File: config.mk
export PLATFORM = sky130hd
export DESIGN_NAME = gfs_top
export DESIGN_NICKNAME = d
export VERILOG_FILES = /design/src/rtl/gfs_pkg.sv /design/src/rtl/gfs_sync.sv /design/src/rtl/gfs_top.sv
export VERILOG_INCLUDE_DIRS = /design/src /design/src/rtl
export SDC_FILE = /design/constraint.sdc
export NUM_CORES = 1
export LEC_CHECK = 0
export BUFFER_PORTS_ARGS = -buffer_cell sky130_fd_sc_hd__buf_2
export CORE_MARGIN = 2
export CORE_UTILIZATION = 50
export CTS_BUF_LIST = sky130_fd_sc_hd__clkbuf_8 sky130_fd_sc_hd__clkbuf_16
export DETAILED_ROUTE_END_ITERATION = 10
export HOLD_SLACK_MARGIN = 0.08
export PLACE_DENSITY = 0.73
export SLEW_MARGIN = 15
export SYNTH_ARGS = -nofsm -noshare
export SYNTH_HDL_FRONTEND = slang
export SYNTH_HIERARCHICAL = 1
export SYNTH_SLANG_ARGS = --single-unit
File: constraint.sdc
create_clock -name core_clk -period 3.5 [get_ports core_clk]
set_clock_uncertainty 0.15 [all_clocks]
set_input_delay 0.7 -clock core_clk [delete_from_list [all_inputs] [get_ports core_clk]]
set_output_delay 0.7 -clock core_clk [all_outputs]
set_load 0.02 [all_outputs]
File: src/rtl/gfs_map.svh
// Register map, field positions, reset values and timing values (clock in Hz, durations in us and ms) of the gas flow supervisor
`ifndef GFS_MAP_SVH
`define GFS_MAP_SVH
// Register byte offsets
`define GFS_REG_CTRL     8'h00
`define GFS_REG_FLOW     8'h04
`define GFS_REG_STATUS   8'h08
`define GFS_REG_LEDLAT   8'h0c
`define GFS_REG_PANEL    8'h10
`define GFS_REG_TANK1    8'h14
`define GFS_REG_TANK2    8'h18
`define GFS_REG_SEG      8'h1c
`define GFS_REG_BAR      8'h20
`define GFS_REG_ADC_SEL  8'h24
`define GFS_REG_ADC_DATA 8'h28
`define GFS_REG_LIMITS   8'h2c
// Control register fields
`define GFS_CTRL_PWR     0
`define GFS_CTRL_ESU_CUT 1
`define GFS_CTRL_ESU_CO  2
`define GFS_CTRL_INIT_OK 3
`define GFS_CTRL_SWFAULT 4
// Status register fields
`define GFS_ST_DOSE      0
`define GFS_ST_RAIL      1
`define GFS_ST_INTEG     2
`define GFS_ST_SUPV_OFF  3
`define GFS_ST_SCALE     4
`define GFS_ST_RUN       5
`define GFS_ST_TANKS     6
`define GFS_ST_PWR_ON    8
// Reset values
`define GFS_LEDLAT_RST   4'hf
`define GFS_LIMITS_RST   16'h0000
// Timing
`define GFS_CLK_HZ       20000000
`define GFS_POR_US       10
`define GFS_LAMP_MS      3000
`define GFS_BEEP_MS      100
`define GFS_FLASH_MS     250
`endif

File: src/rtl/gfs_pkg.sv
// Types shared by the gas flow supervisor files
package gfs_pkg;
  typedef enum logic [1:0]
  {
    GFS_POR  = 2'b00,
    GFS_LAMP = 2'b01,
    GFS_RUN  = 2'b10
  } gfs_phase_t;
endpackage

File: src/rtl/gfs_sync.sv
// Two-stage synchroniser for a group of pin inputs
`timescale 1ns/1ps
`default_nettype none
module gfs_sync #(
  parameter int W = 1
) (
  // Clock and reset
  input  wire logic         core_clk,
  input  wire logic         rst,
  // Pins and synchronised copy
  input  wire logic [W-1:0] pin_in,
  output var  logic [W-1:0] sync_out
);
  logic [W-1:0] meta_ff; // First stage, read only by second

  // Two flops in a row
  always_ff @(posedge core_clk)
  begin
    if (rst)
    begin
      meta_ff  <= '0;
      sync_out <= '0;
    end
    else
    begin
      meta_ff  <= pin_in;
      sync_out <= meta_ff;
    end
  end
endmodule
`default_nettype wire

File: src/rtl/gfs_top.sv
// Gas flow orifice control and safety supervisor with Avalon-MM registers
//
// Contract
// Five binary-weighted orifices, any combination open
// Solenoids follow selected panel flow rate
// Beep on error or panel change
// Master switch feeds solenoids, cut on fault
// Two-stage reset holds controller after power-up
// Out-of-range flow: inhibit, alarm, flash code
// Dosage error latched until power cycle
// Supervisor checks integrity and unreported errors
// Strap disables supervisor for test mode
// Rail monitor trip latches shutdown
// Per-tank transducer detection inputs
// Tank bar graph only when transducer present (lamp test lights both bars regardless)
// Strap scales tank reading for 2000 psig
// Converter samples readable by controller
// Indicator latch bits are active low
// Knobs and buttons readable by controller
// Segment and bar drivers show readings, setpoint
// Cut and coag activation drive generator
// All LEDs lit three seconds after init
// Any latched fault closes every solenoid
//
// Local design decisions: the address map and register access over Avalon-MM.
`timescale 1ns/1ps
`default_nettype none
`include "gfs_map.svh"
module gfs_top
  import gfs_pkg::*;
#(
  parameter int POR_CYC  = (`GFS_CLK_HZ / 1000000) * `GFS_POR_US,
  parameter int LAMP_CYC = (`GFS_CLK_HZ / 1000) * `GFS_LAMP_MS,
  parameter int BEEP_CYC = (`GFS_CLK_HZ / 1000) * `GFS_BEEP_MS,
  parameter int FLSH_CYC = (`GFS_CLK_HZ / 1000) * `GFS_FLASH_MS
) (
  // Clock and reset
  input  wire logic        core_clk,
  input  wire logic        rst,
  // Avalon-MM slave
  input  wire logic [7:0]  avs_address,
  input  wire logic        avs_read,
  input  wire logic        avs_write,
  input  wire logic [31:0] avs_writedata,
  input  wire logic [3:0]  avs_byteenable,
  output var  logic [31:0] avs_readdata,
  output var  logic        avs_waitrequest,
  output var  logic [1:0]  avs_response,
  // Straps and monitor pins
  input  wire logic        supervisor_disable_strap,
  input  wire logic        tank_scale_strap,
  input  wire logic        rail5_fault,
  input  wire logic        rail12_fault,
  input  wire logic [1:0]  tank_detect,
  // Panel inputs
  input  wire logic [7:0]  panel_switches,
  // Handset and footswitch
  input  wire logic        act_cut,
  input  wire logic        act_coag,
  // Converter result
  input  wire logic [11:0] adc_sample,
  input  wire logic        adc_valid,
  output var  logic [2:0]  adc_channel,
  // Actuators
  output var  logic [4:0]  solenoid_on,
  output var  logic        solenoid_power,
  output var  logic        audio_enable,
  output var  logic        esu_cut,
  output var  logic        esu_coag,
  output var  logic        controller_run,
  // Panel outputs
  output var  logic [3:0]  led_n,
  output var  logic [7:0]  segment_data,
  output var  logic [7:0]  bar_tank1,
  output var  logic [7:0]  bar_tank2,
  output var  logic [7:0]  bar_setpoint,
  output var  logic        error_flash
);
  // Synchronised pins
  logic [15:0] pins_s;
  logic        sup_off, scale, r5, r12, cut_s, coag_s;
  logic [1:0]  tdet;
  logic [7:0]  sw_s;

  gfs_sync #(.W(16)) u_sync (
    .core_clk (core_clk),
    .rst      (rst),
    .pin_in   ({supervisor_disable_strap, tank_scale_strap, rail5_fault, rail12_fault,
                tank_detect, act_cut, act_coag, panel_switches}),
    .sync_out (pins_s)
  );
  assign {sup_off, scale, r5, r12, tdet, cut_s, coag_s, sw_s} = pins_s;

  // Registers
  logic [4:0]  ctrl_ff;      // Power, ESU enables, init ok, sw fault
  logic [4:0]  flow_ff;      // Selected flow in half-LPM steps
  logic [3:0]  ledlat_ff;    // Active-low LED latch
  logic [7:0]  seg_ff;       // Segment code
  logic [7:0]  bar_ff;       // Setpoint bar
  logic [2:0]  adcsel_ff;    // Converter channel
  logic [11:0] adcdat_ff;    // Last sample
  logic [7:0]  lim_lo_ff;    // Lower flow limit, half LPM
  logic [7:0]  lim_hi_ff;    // Upper flow limit, half LPM
  logic [7:0]  tank1_ff, tank2_ff;
  logic [7:0]  sw_prev_ff;
  logic        dose_ff, rail_ff, integ_ff;
  logic        strap_ff, scale_ff;
  gfs_phase_t  phase_ff;
  logic [31:0] cnt_ff;
  logic [31:0] beep_ff;
  logic [31:0] flash_ff;
  logic        flash_ph_ff;
  logic        ack_ff;
  logic        fault;

  // Bus access strobes; one wait cycle, answer on second cycle
  logic req, wr;
  assign req = (avs_read | avs_write) & ~ack_ff;
  assign wr  = avs_write & ack_ff;
  assign avs_waitrequest = (avs_read | avs_write) & ~ack_ff;

  // Acknowledge pulse after one wait state
  always_ff @(posedge core_clk)
  begin
    if (rst)
      ack_ff <= 1'b0;
    else
      ack_ff <= req;
  end

  // Power-up sequence: hold, then lamp test, then run
  always_ff @(posedge core_clk)
  begin
    if (rst)
    begin
      phase_ff <= GFS_POR;
      cnt_ff   <= '0;
    end
    else
    begin
      unique case (phase_ff)
        GFS_POR:
        begin
          // Second reset stage holds the controller
          if (cnt_ff == 32'(POR_CYC - 1))
          begin
            phase_ff <= GFS_LAMP;
            cnt_ff   <= '0;
          end
          else
            cnt_ff <= cnt_ff + 32'h1;
        end
        GFS_LAMP:
        begin
          // Every LED on for the lamp test period
          if (cnt_ff == 32'(LAMP_CYC - 1))
          begin
            phase_ff <= GFS_RUN;
            cnt_ff   <= '0;
          end
          else
            cnt_ff <= cnt_ff + 32'h1;
        end
        GFS_RUN:
          cnt_ff <= cnt_ff;
      endcase
    end
  end
  assign controller_run = (phase_ff != GFS_POR);

  // Straps caught at the end of the hold phase
  always_ff @(posedge core_clk)
  begin
    if (rst)
    begin
      strap_ff <= 1'b0;
      scale_ff <= 1'b0;
    end
    else if (phase_ff == GFS_POR)
    begin
      strap_ff <= sup_off;
      scale_ff <= scale;
    end
  end

  // Control and data registers written by software
  always_ff @(posedge core_clk)
  begin
    if (rst)
    begin
      ctrl_ff   <= '0;
      flow_ff   <= '0;
      ledlat_ff <= `GFS_LEDLAT_RST;
      seg_ff    <= '0;
      bar_ff    <= '0;
      adcsel_ff <= '0;
      {lim_hi_ff, lim_lo_ff} <= `GFS_LIMITS_RST;
      tank1_ff  <= '0;
      tank2_ff  <= '0;
    end
    else if (wr && avs_byteenable[0])
    begin
      unique case (avs_address)
        `GFS_REG_CTRL:    ctrl_ff   <= avs_writedata[4:0];
        `GFS_REG_FLOW:    flow_ff   <= avs_writedata[4:0];
        `GFS_REG_LEDLAT:  ledlat_ff <= avs_writedata[3:0];
        `GFS_REG_SEG:     seg_ff    <= avs_writedata[7:0];
        `GFS_REG_BAR:     bar_ff    <= avs_writedata[7:0];
        `GFS_REG_ADC_SEL: adcsel_ff <= avs_writedata[2:0];
        `GFS_REG_TANK1:   tank1_ff  <= avs_writedata[7:0];
        `GFS_REG_TANK2:   tank2_ff  <= avs_writedata[7:0];
        `GFS_REG_LIMITS:
        begin
          lim_lo_ff <= avs_writedata[7:0];
          if (avs_byteenable[1])
            lim_hi_ff <= avs_writedata[15:8];
        end
        default: ;
      endcase
    end
  end

  // Converter sample capture
  always_ff @(posedge core_clk)
  begin
    if (rst)
      adcdat_ff <= '0;
    else if (adc_valid)
      adcdat_ff <= adc_sample;
  end
  assign adc_channel = adcsel_ff;

  // Supervisor compares selected flow against limits
  logic dose_bad;
  assign dose_bad = (phase_ff == GFS_RUN) && ctrl_ff[`GFS_CTRL_PWR]
                    && ((8'(flow_ff) < lim_lo_ff) || (8'(flow_ff) > lim_hi_ff));

  // Latched faults, cleared only by power cycle (reset)
  always_ff @(posedge core_clk)
  begin
    if (rst)
    begin
      dose_ff  <= 1'b0;
      rail_ff  <= 1'b0;
      integ_ff <= 1'b0;
    end
    else
    begin
      if (!strap_ff && dose_bad)
        dose_ff <= 1'b1;
      if (r5 || r12)
        rail_ff <= 1'b1;
      // Init not confirmed after lamp test, or unreported fault
      if (!strap_ff && phase_ff == GFS_RUN
          && (!ctrl_ff[`GFS_CTRL_INIT_OK] || ctrl_ff[`GFS_CTRL_SWFAULT]))
        integ_ff <= 1'b1;
    end
  end
  assign fault = dose_ff | rail_ff | integ_ff;
  // Closes valves in the same cycle that the dose error is seen, not one later
  logic trip_now;
  assign trip_now = fault | (!strap_ff & dose_bad);

  // Solenoid power and valve drive
  always_ff @(posedge core_clk)
  begin
    if (rst)
    begin
      solenoid_power <= 1'b0;
      solenoid_on    <= '0;
    end
    else
    begin
      solenoid_power <= ctrl_ff[`GFS_CTRL_PWR] && !trip_now && controller_run;
      // Bit n weights 0.5 * 2^n LPM
      solenoid_on    <= (trip_now || !ctrl_ff[`GFS_CTRL_PWR]) ? 5'h00 : flow_ff;
    end
  end

  // Panel change detection and beep timer
  always_ff @(posedge core_clk)
  begin
    if (rst)
    begin
      sw_prev_ff <= '0;
      beep_ff    <= '0;
    end
    else
    begin
      sw_prev_ff <= sw_s;
      if (sw_s != sw_prev_ff)
        beep_ff <= 32'(BEEP_CYC);
      else if (beep_ff != 32'h0)
        beep_ff <= beep_ff - 32'h1;
    end
  end

  // Error flash blink divider
  always_ff @(posedge core_clk)
  begin
    if (rst)
    begin
      flash_ff    <= '0;
      flash_ph_ff <= 1'b0;
    end
    else if (flash_ff == 32'(FLSH_CYC - 1))
    begin
      flash_ff    <= '0;
      flash_ph_ff <= ~flash_ph_ff;
    end
    else
      flash_ff <= flash_ff + 32'h1;
  end

  // Panel and alarm outputs
  logic lamp;
  assign lamp = (phase_ff == GFS_LAMP);
  always_ff @(posedge core_clk)
  begin
    if (rst)
    begin
      audio_enable <= 1'b0;
      error_flash  <= 1'b0;
      led_n        <= 4'hf;
      segment_data <= '0;
      bar_tank1    <= '0;
      bar_tank2    <= '0;
      bar_setpoint <= '0;
      esu_cut      <= 1'b0;
      esu_coag     <= 1'b0;
    end
    else
    begin
      audio_enable <= fault || (beep_ff != 32'h0);
      error_flash  <= fault && flash_ph_ff;
      led_n        <= lamp ? 4'h0 : ledlat_ff;
      segment_data <= lamp ? 8'hff : seg_ff;
      bar_setpoint <= lamp ? 8'hff : bar_ff;
      // Bars shown outside the lamp test only with transducer present, halved for small tanks
      bar_tank1 <= lamp ? 8'hff : !tdet[0] ? 8'h00
                   : (scale_ff ? tank1_ff : {1'b0, tank1_ff[7:1]});
      bar_tank2 <= lamp ? 8'hff : !tdet[1] ? 8'h00
                   : (scale_ff ? tank2_ff : {1'b0, tank2_ff[7:1]});
      // Activation passes to the generator when enabled and fault free
      esu_cut  <= cut_s && ctrl_ff[`GFS_CTRL_ESU_CUT] && !fault;
      esu_coag <= coag_s && ctrl_ff[`GFS_CTRL_ESU_CO] && !fault;
    end
  end

  // Read data mux
  always_ff @(posedge core_clk)
  begin
    if (rst)
    begin
      avs_readdata <= '0;
      avs_response <= 2'b00;
    end
    else if (req)
    begin
      avs_response <= 2'b00;
      unique case (avs_address)
        `GFS_REG_CTRL:     avs_readdata <= {27'h0, ctrl_ff};
        `GFS_REG_FLOW:     avs_readdata <= {27'h0, flow_ff};
        `GFS_REG_STATUS:   avs_readdata <= {23'h0, solenoid_power, tdet, phase_ff == GFS_RUN,
                                            scale_ff, strap_ff, integ_ff, rail_ff, dose_ff};
        `GFS_REG_LEDLAT:   avs_readdata <= {28'h0, ledlat_ff};
        `GFS_REG_PANEL:    avs_readdata <= {24'h0, sw_s};
        `GFS_REG_TANK1:    avs_readdata <= {24'h0, tank1_ff};
        `GFS_REG_TANK2:    avs_readdata <= {24'h0, tank2_ff};
        `GFS_REG_SEG:      avs_readdata <= {24'h0, seg_ff};
        `GFS_REG_BAR:      avs_readdata <= {24'h0, bar_ff};
        `GFS_REG_ADC_SEL:  avs_readdata <= {29'h0, adcsel_ff};
        `GFS_REG_ADC_DATA: avs_readdata <= {20'h0, adcdat_ff};
        `GFS_REG_LIMITS:   avs_readdata <= {16'h0, lim_hi_ff, lim_lo_ff};
        default:
        begin
          avs_readdata <= '0;
          avs_response <= 2'b10;
        end
      endcase
    end
  end
endmodule
`default_nettype wire

# After elaboration in Yosys (flattened, before gate mapping)
# Cells that the tools add are included.
# Widths: inputs -> output; s select.
[word_totals]
regBits = 302
[classes]
add_sub_neg = 3
order_cmp = 2
eq_ne = 19
muxes = 19
bitwise_logic = 9
n_reduce_logical = 44
[ops]
columns = ["cell", "count"]
rows = [
  ["$pmux 16 s12", 1],
  ["$add 32x1->32 const B", 2],
  ["$mux 32", 2],
  ["$mux 8", 8],
  ["$pmux 32 s2", 1],
  ["$mux 21", 2],
  ["$eq 32x23->1 const B", 1],
  ["$eq 32x26->1 const B", 1],
  ["$eq 32x8->1 const B", 1],
  ["$eq 8x5->1 const B", 4],
  ["$eq 8x6->1 const B", 4],
  ["$reduce_bool 32->1", 1],
  ["$sub 32x1->32 const B", 1],
  ["$reduce_and 2->1", 9],
  ["$eq 8x4->1 const B", 2],
  ["$logic_and 1x1->1", 13],
  ["$reduce_or 12->1", 1],
  ["$eq 8x3->1 const B", 1],
  ["$gt 5x8->1", 1],
  ["$logic_not 8->1", 1],
  ["$lt 5x8->1", 1],
  ["$ne 8x8->1", 1],
  ["$mux 2", 3],
  ["$reduce_and 3->1", 2],
  ["other kinds (14)", 32],
]

# Longest topological paths before layout
# Gate-level depths: netlist (run 1).
[depth]
ltp_word = 8
mapped_depth = 9
ltp_nobuf = 8

# Cells and area by module
# Netlist (run 1), hierarchy kept.
[modules_own_cells]
columns = ["module", "n_inst", "cells_each", "area_per_inst_um2", "seq_area_each_um2"]
rows = [
  ["gfs_top", 1, 1241, 11016.8, 5064.9],
  ["gfs_sync", 1, 67, 863.3, 640.6],
]

# Worst setup path before layout (run 1)
# OpenSTA, ideal clock, no wires.
[synth_path]
kind = "in2reg"
startpoint = "input avs_address[4]"
endpoint = "register lim_lo_ff[5]"
arrival_ps = 2512
t_required_ps = 3222
slack_ps = 710
cell_stages = 6
path_buffers = 2
cell_sequence = "clkbuf_1 > nand3b_1 > nor3_1 > clkbuf_1 > mux2i_1 > nor2_1"
[synth_between]
elab_chain_cells = 2
[synth_rtl]
columns = ["element", "line", "rtl"]
rows = [
  ["from (decl)", "gfs_top.sv:41", "input wire logic [7:0] avs_address,"],
  ["$eq 8x6->1", "gfs_top.sv:203", "unique case (avs_address)"],
  ["$reduce_and 2->1 (no line)", "--", ""],
  ["to (signal assigned)", "gfs_top.sv:197", "{lim_hi_ff, lim_lo_ff} <= `GFS_LIMITS_RST;"],
  ["to (signal assigned)", "gfs_top.sv:214", "lim_lo_ff <= avs_writedata[7:0];"],
  ["to (decl)", "gfs_top.sv:102", "logic [7:0] lim_lo_ff;"],
]
# No other way between the ends.
# A chain may end at the register's enable or synchronous reset.

# Worst setup path after layout (run 1)
[layout_path]
startpoint = "register beep_ff[2]"
endpoint = "register beep_ff[23]"
[layout_between]
elab_chain_cells = 1
[layout_rtl]
columns = ["element", "line", "rtl"]
rows = [
  ["from (decl)", "gfs_top.sv:110", "logic [31:0] beep_ff;"],
  ["from (signal assigned)", "gfs_top.sv:292", "beep_ff <= 32'(BEEP_CYC);"],
  ["from (signal assigned)", "gfs_top.sv:294", "beep_ff <= beep_ff - 32'h1;"],
  ["$sub 32x1->32 / $reduce_bool 32->1 (equally long branches)", "gfs_top.sv:294, gfs_top.sv:293", ""],
]
# Several ways; a longest one is shown, not always the timed one.

==> results of run 1 <==
worst max-delay path by stage:
stage,endpoint,cells after the start,slack (ns)
3_5_place_dp,avs_readdata[1]$_SDFFE_PP0P_,6,0.64
6_report,beep_ff[23]$_SDFFE_PP0P_,5,0.71
3_3_place_gp,avs_readdata[5]$_SDFFE_PP0P_,6,0.66
4_1_cts,beep_ff[23]$_SDFFE_PP0P_,5,0.71
2_1_floorplan,lim_lo_ff[5]$_SDFFE_PP0P_,6,0.71
5_1_grt,beep_ff[18]$_SDFFE_PP0P_,6,0.54
sequential cells by signal (all words and copies together) (netlist names), 5 cells and up:
| name | count |
|---|---|
| beep_ff | 32 |
| cnt_ff | 32 |
| flash_ff | 32 |
| avs_readdata | 16 |
| u_sync/meta_ff | 16 |
| u_sync/sync_out | 16 |
| adcdat_ff | 12 |
| bar_ff | 8 |
| bar_setpoint | 8 |
| bar_tank1 | 8 |
| bar_tank2 | 8 |
| lim_hi_ff | 8 |
| lim_lo_ff | 8 |
| seg_ff | 8 |
| segment_data | 8 |
| sw_prev_ff | 8 |
| tank1_ff | 8 |
| tank2_ff | 8 |
| ctrl_ff | 5 |
| flow_ff | 5 |
| solenoid_on | 5 |
power by group:
part           internal (W)  leakage, nW  switching (W)  total [W]
combinational      0.000165         2.76       0.000286   0.000451
clock               0.00186        0.498        0.00124    0.00310
sequential          0.00330         2.31      0.0000471    0.00335
metrics by stage:
| step | hold WS (ns) | utilization, % | cell area [µm²] | power [W] |
|---|---|---|---|---|
| 3_5_place_dp | 0.270 | 54.3 | 12700 | 0.00387 |
| 2_1_floorplan | 0.264 | - | 11900 | 0.00376 |
| 5_1_grt | 0.216 | 58.5 | 13700 | 0.00714 |
| 4_1_cts | 0.209 | 58.4 | 13700 | 0.00696 |
| 6_report | 0.224 | 58.5 | 13700 | 0.00690 |
| 3_3_place_gp | 0.269 | 54.3 | 12700 | 0.00386 |
cell families (layout without fill, tap and decap cells):
logic type	after synthesis	after routing	share of synthesized area, %
buffers and inverters	108	221	4.20
adder cells (fa/ha/maj)	12	12	1.26
AND/OR/NAND/NOR	579	579	23.5
other	1	18	0.0316
XOR/XNOR	94	94	6.93
AO/OA/AOI/OAI	132	132	6.95
multiplexers	97	97	9.06
flip-flops	285	285	48.0
worst max-delay path: stages, from the launching register on:
cell,delay (ns)
dfxtp_1,0.34
nor4_1,0.71
nand3_1,0.49
or4_1,0.60
o31ai_1,0.26
a21oi_1,0.10
layer usage:
layer  global-route usage, %  vias up  wire length [µm]
li1                        -     4665                 -
met2                    36.4      313             12700
met4                    7.89        0               919
met1                    29.6     4387             12100
met5                       0        -                 0
met3                    2.93       63              1900
layout make-up:
cell class              count  share of cell area (%)
repair buffers            143                    5.59
inverters                  27                   0.741
clock inverters            19                    1.45
clock buffers              32                    5.61
well taps                 319                    2.92
flip-flops and latches    285                    41.7
multi-input cells         931                    42.0
diodes                      1                  0.0183
placed cells by master, fill, tap and decap left out, types with 22 or more instances in the layout:
cell	count
nor2_1	251
nor2b_1	41
nand4_1	22
inv_1	32
xor2_1	56
nor3_1	26
nand3_1	56
mux2i_1	67
dfxtp_1	285
xnor2_1	38
nor4_1	23
clkbuf_16	29
mux2_2	24
a21oi_1	64
buf_2	125
nand2_1	82
==> metrics.yaml, run 1 <==
avgSynthCellArea_um2: 9.08
rr_worst_depth: 5
place_ws_ns: 0.637
power.leakage_nw: 5.57
multi_input_area_mm2: 0.00574
yosysWarnings: 6
cp-startpoint: "beep_ff[2]$_SDFFE_PP0P_"
final.setup.worst_slack_ns: 0.709
drc: 0
yosysTopAreaCell: "dfxtp_1"
async_reset_ff_share_pct: 0
yosysMostFrequentCell: "dfxtp_1"
core-area_mm2: 0.0234
dp.cells: 1705
clock_latency_ns: 0.54
fin_cells: 1757
slew_headroom_pct: 42.4
hold_class: "primary input to flip-flop"
post_cts_buffers: 0
fin_crit_sh_pct: 79.7
netlist_area_mm2: 0.0119
tns_ns: 0
syn_inst: 1308
grt_overflow_total: 0
row_count: 56
cts_tree: "done"
syn2layout_area_growth_pct: 15.1
critPathArrivalTime_ns: 3.03
cts-htree-levels: 1
numClockSinks: 285
hpwl_mm: 19.5
grtUsageTotal_pct: 22.0
outcome: "complete, no violations"
layout-drive-gt1-share_pct: 16.2
yosysTopAreaCellShare_pct: 48.0
globalplace.congestion: 0.908
first_iter_violations: 644
p_per_area_mw_per_mm2: 505
synth-main-ff-cell: "dfxtp_1"
min_to: "u_sync/meta_ff[5]$_SDFF_PP0_"
post_cts_resized: 0
regArea_mm2: 0.00571
dr.pass1.iters: 5
r2r-start: "beep_ff[2]$_SDFFE_PP0P_"
die_w_um: 158
routed_via_density: 5.37
ant_nets: 0
first_global_vias: 8825
maxCapViolations: 0
fill_cells: 2094
postCtsHoldBufs: 0
crit_required_ns: 3.74
rsz0062_at_grt: "false"
worstHoldStart: "panel_switches[5]"
setup_viol: 0
numPortBuffers: 126
die-area_mm2: 0.0250
cp-end-kind: "flip-flop"
ys_types: 62
r2r_end: "beep_ff[23]$_SDFFE_PP0P_"
synth_area_leaders: "dfxtp_1 48%, nor2_1 7.9%, mux2i_1 5.6%"
critical_path_class: "flip-flop to flip-flop"
worst_slew_pin_slew_ns: 0.864
holdPathStages: 2
wl_per_cell_um: 15.7
finalHoldViolCount: 0
vias: 9428
cts_buffers: 29
yosys_register_bits: 285
grt_start_max_net_pins: 78
io-pin-count: 162
nets: 1506
clock.fmax_ghz: 0.358
root_buffer: "clkbuf_16"
antenna_found_initial: 1
drv_slew: 0
synth_edf_count: 0
crit_path_start_kind: "flip-flop"
ir_drop_mv: 0.335
reg2reg_slack_ns: 0.71
routed_wl_mm: 27.6
min_period_ns: 2.79
clkTransAtPathRegs_ns: 0.06
synth_common_cells: "285 x dfxtp_1, 251 x nor2_1, 82 x nand2_1"
cts_buffer_depth: 3
path_max_fanout: 7
grt_pass1_wl_mm: 44.3
initial_core_util_pct: 50.8
die_h_um: 158
ys_seq_area_share_pct: 48.0
Note: power is estimated with default switching activity, not from simulation.
==> run 2: changes to the inputs <==
Clock period 3.5 ns to 2.7 ns, I/O delays scaled along.
==> metrics.yaml, run 2 (synthesis gave the netlist of run 1 again) <==
outcome: "complete, no violations"
clock.fmax_ghz: 0.385  # +7.3%
slew_headroom_pct: 40.3  # -2.1 points
nets: 1547  # +2.7%
final_cell_mix: "285 x dfxtp_1, 251 x nor2_1, 125 x buf_2"
cts_tree: "done"
rsz0062_at_grt: "false"
numClockSinks: 285  # unchanged
cts-htree-levels: 1  # unchanged
final.setup.worst_slack_ns: 0.100  # -0.609 ns
first_global_vias: 8934  # +1.2%
grt_pass1_wl_mm: 45.2  # +2.2%
p_total_w: 0.00956  # +38%
routed_via_density: 5.29  # -1.4%
grt_start_max_net_pins: 86  # +10%
min_to: "adcdat_ff[5]$_SDFFE_PP0P_"
finalHoldViolCount: 0  # unchanged
critPathArrivalTime_ns: 2.85  # -0.18 ns
hpwl_mm: 20.1  # +3.2%
worst_slew_pin_slew_ns: 0.895  # +0.0315 ns
cts_buffers: 30  # +3.4%
antenna_found_initial: 0  # -1
r2r-start: "beep_ff[14]$_SDFFE_PP0P_"
antenna_cells: 0  # -1
pwr-share-clk_pct: 47.9  # +3.0 points
path_max_fanout: 7  # unchanged
dr.pass1.iters: 7  # +2
p_per_area_mw_per_mm2: 672  # +33%
r2r_end: "beep_ff[17]$_SDFFE_PP0P_"
first_iter_violations: 690  # +7.1%
vias: 9525  # +1.0%
drc: 0  # unchanged
worstHoldStart: "adc_sample[5]"
final_common_cell: "dfxtp_1"
clkTransAtPathRegs_ns: 0.06  # about the same
die_h_um: 158  # unchanged
grt_overflow_total: 0  # unchanged
root_buffer: "clkbuf_16"
routed_wl_mm: 28.5  # +3.3%
io-pin-count: 162  # unchanged
min_period_ns: 2.60  # -0.191 ns
row_count: 56  # unchanged
die_w_um: 158  # unchanged
holdPathStages: 3  # +1
drv_slew: 0  # unchanged
setup_viol: 0  # unchanged
cts_buffer_depth: 3  # unchanged
initial_core_util_pct: 50.8  # unchanged
grtUsageTotal_pct: 22.6  # +0.53 points
wl_per_cell_um: 15.8  # +0.76%
hold_class: "primary input to flip-flop"
maxCapViolations: 0  # unchanged
cp-end-kind: "flip-flop"
crit_path_start_kind: "flip-flop"
layout-drive-gt1-share_pct: 17.9  # +1.7 points
clock_latency_ns: 0.55  # about the same
placed_cell_area_mm2: 0.0129  # +1.4%
critical_path_class: "flip-flop to flip-flop"
crit_required_ns: 2.95  # -0.79 ns
p_switching_w: 0.00217  # +38%
globalplace.congestion: 0.938  # +3.3%
reg2reg_slack_ns: 0.10  # -0.61 ns
tns_ns: 0  # unchanged
core-area_mm2: 0.0234  # unchanged
rr_worst_depth: 6  # +1
ir_drop_mv: 0.492  # +47%
die-area_mm2: 0.0250  # unchanged
final_cell_area_mm2: 0.0142  # +4.0%
numPortBuffers: 126  # unchanged
post_cts_buffers: 0  # unchanged
ant_nets: 0  # unchanged
power.leakage_nw: 5.80  # +4.2%
largestRegisters: "beep_ff x32, cnt_ff x32, flash_ff x32"
power_frac_seq_pct: 45.5  # -3.1 points
syn2layout_area_growth_pct: 19.8
switching_share_pct: 22.7  # -0.10 points
internal-power_w: 0.00739  # +39%
combPwrFrac_pct: 6.7  # +0.2 points
fin_crit_sh_pct: 96.3  # +17 points
place_ws_ns: 0.0511  # -0.586 ns
## run 2: cell types whose count changed in the layout (fill, tap and decap cells not counted), moves of 3 or more
cell	previous run	this run
buf_4	17	36
bufinv_16	4	7
clkinvlp_4	1	6
dlygate4sd3_1	0	19
inv_1	32	27
## run 2: through the flow
step | util, % | hold WS, ns | std cells
2_1_floorplan | - | 0.264 | 1324
3_3_place_gp | 55.1 | 0.270 | 1726
3_5_place_dp | 55.1 | 0.270 | 1726
4_1_cts | 60.7 | 0.0807 | 1801
5_1_grt | 60.8 | 0.0862 | 1801
6_report | 60.8 | 0.0919 | 1801
## run 2: timing repair
action                                 in CTS  in global routing
gates resized for setup                     0                  2
hold buffers                               19                  0
setup endpoints to repair                   0                 13
endpoints found under the hold margin      19                  0
## run 2: critical path, cell delays in order (launching register included)
cell and delay [ns]:
dfxtp_1 0.34, or4_4 0.57, or4_4 0.58, or3_4 0.45, nand4b_1 0.13, xor2_1 0.16, a21oi_1 0.08
## run 2: worst max-delay path by stage
stage | slack (ns) | end | start
5_1_grt | 0.03 | beep_ff[17]$_SDFFE_PP0P_ | beep_ff[14]$_SDFFE_PP0P_
6_report | 0.10 | beep_ff[17]$_SDFFE_PP0P_ | beep_ff[14]$_SDFFE_PP0P_
4_1_cts | 0.05 | beep_ff[7]$_SDFFE_PP0P_ | beep_ff[14]$_SDFFE_PP0P_
3_3_place_gp | 0.09 | beep_ff[7]$_SDFFE_PP0P_ | beep_ff[14]$_SDFFE_PP0P_
2_1_floorplan | 0.07 | lim_lo_ff[5]$_SDFFE_PP0P_ | avs_address[4]
3_5_place_dp | 0.05 | beep_ff[7]$_SDFFE_PP0P_ | beep_ff[14]$_SDFFE_PP0P_
## run 2: metal layers
metal  global-route usage (%)  vias to the layer above  wire (µm)
li1                         -                     4742          -
met1                     30.2                     4426      12700
met2                     37.7                      306      13400
met3                     3.86                       51       1840
met4                     6.13                        0        606
met5                        0                        -          0
## run 2: cell type report
cell class | instances | area [µm²]
clock buffers | 34 | 817
clock inverters | 22 | 314
fillers | 2024 | 9170
inverters | 27 | 101
multi-input cells | 931 | 5760
flip-flops and latches | 285 | 5710
well taps | 319 | 399
repair buffers | 183 | 1140
## run 2: power by group through the flow
stage                     clock [W]  combinational (W)  sequential (W)
after floorplan                   0           0.000455         0.00442
after global placement            0           0.000588         0.00443
after detailed placement          0           0.000599         0.00444
after CTS                   0.00464           0.000623         0.00434
after global routing        0.00484           0.000698         0.00435
final                       0.00457           0.000637         0.00435
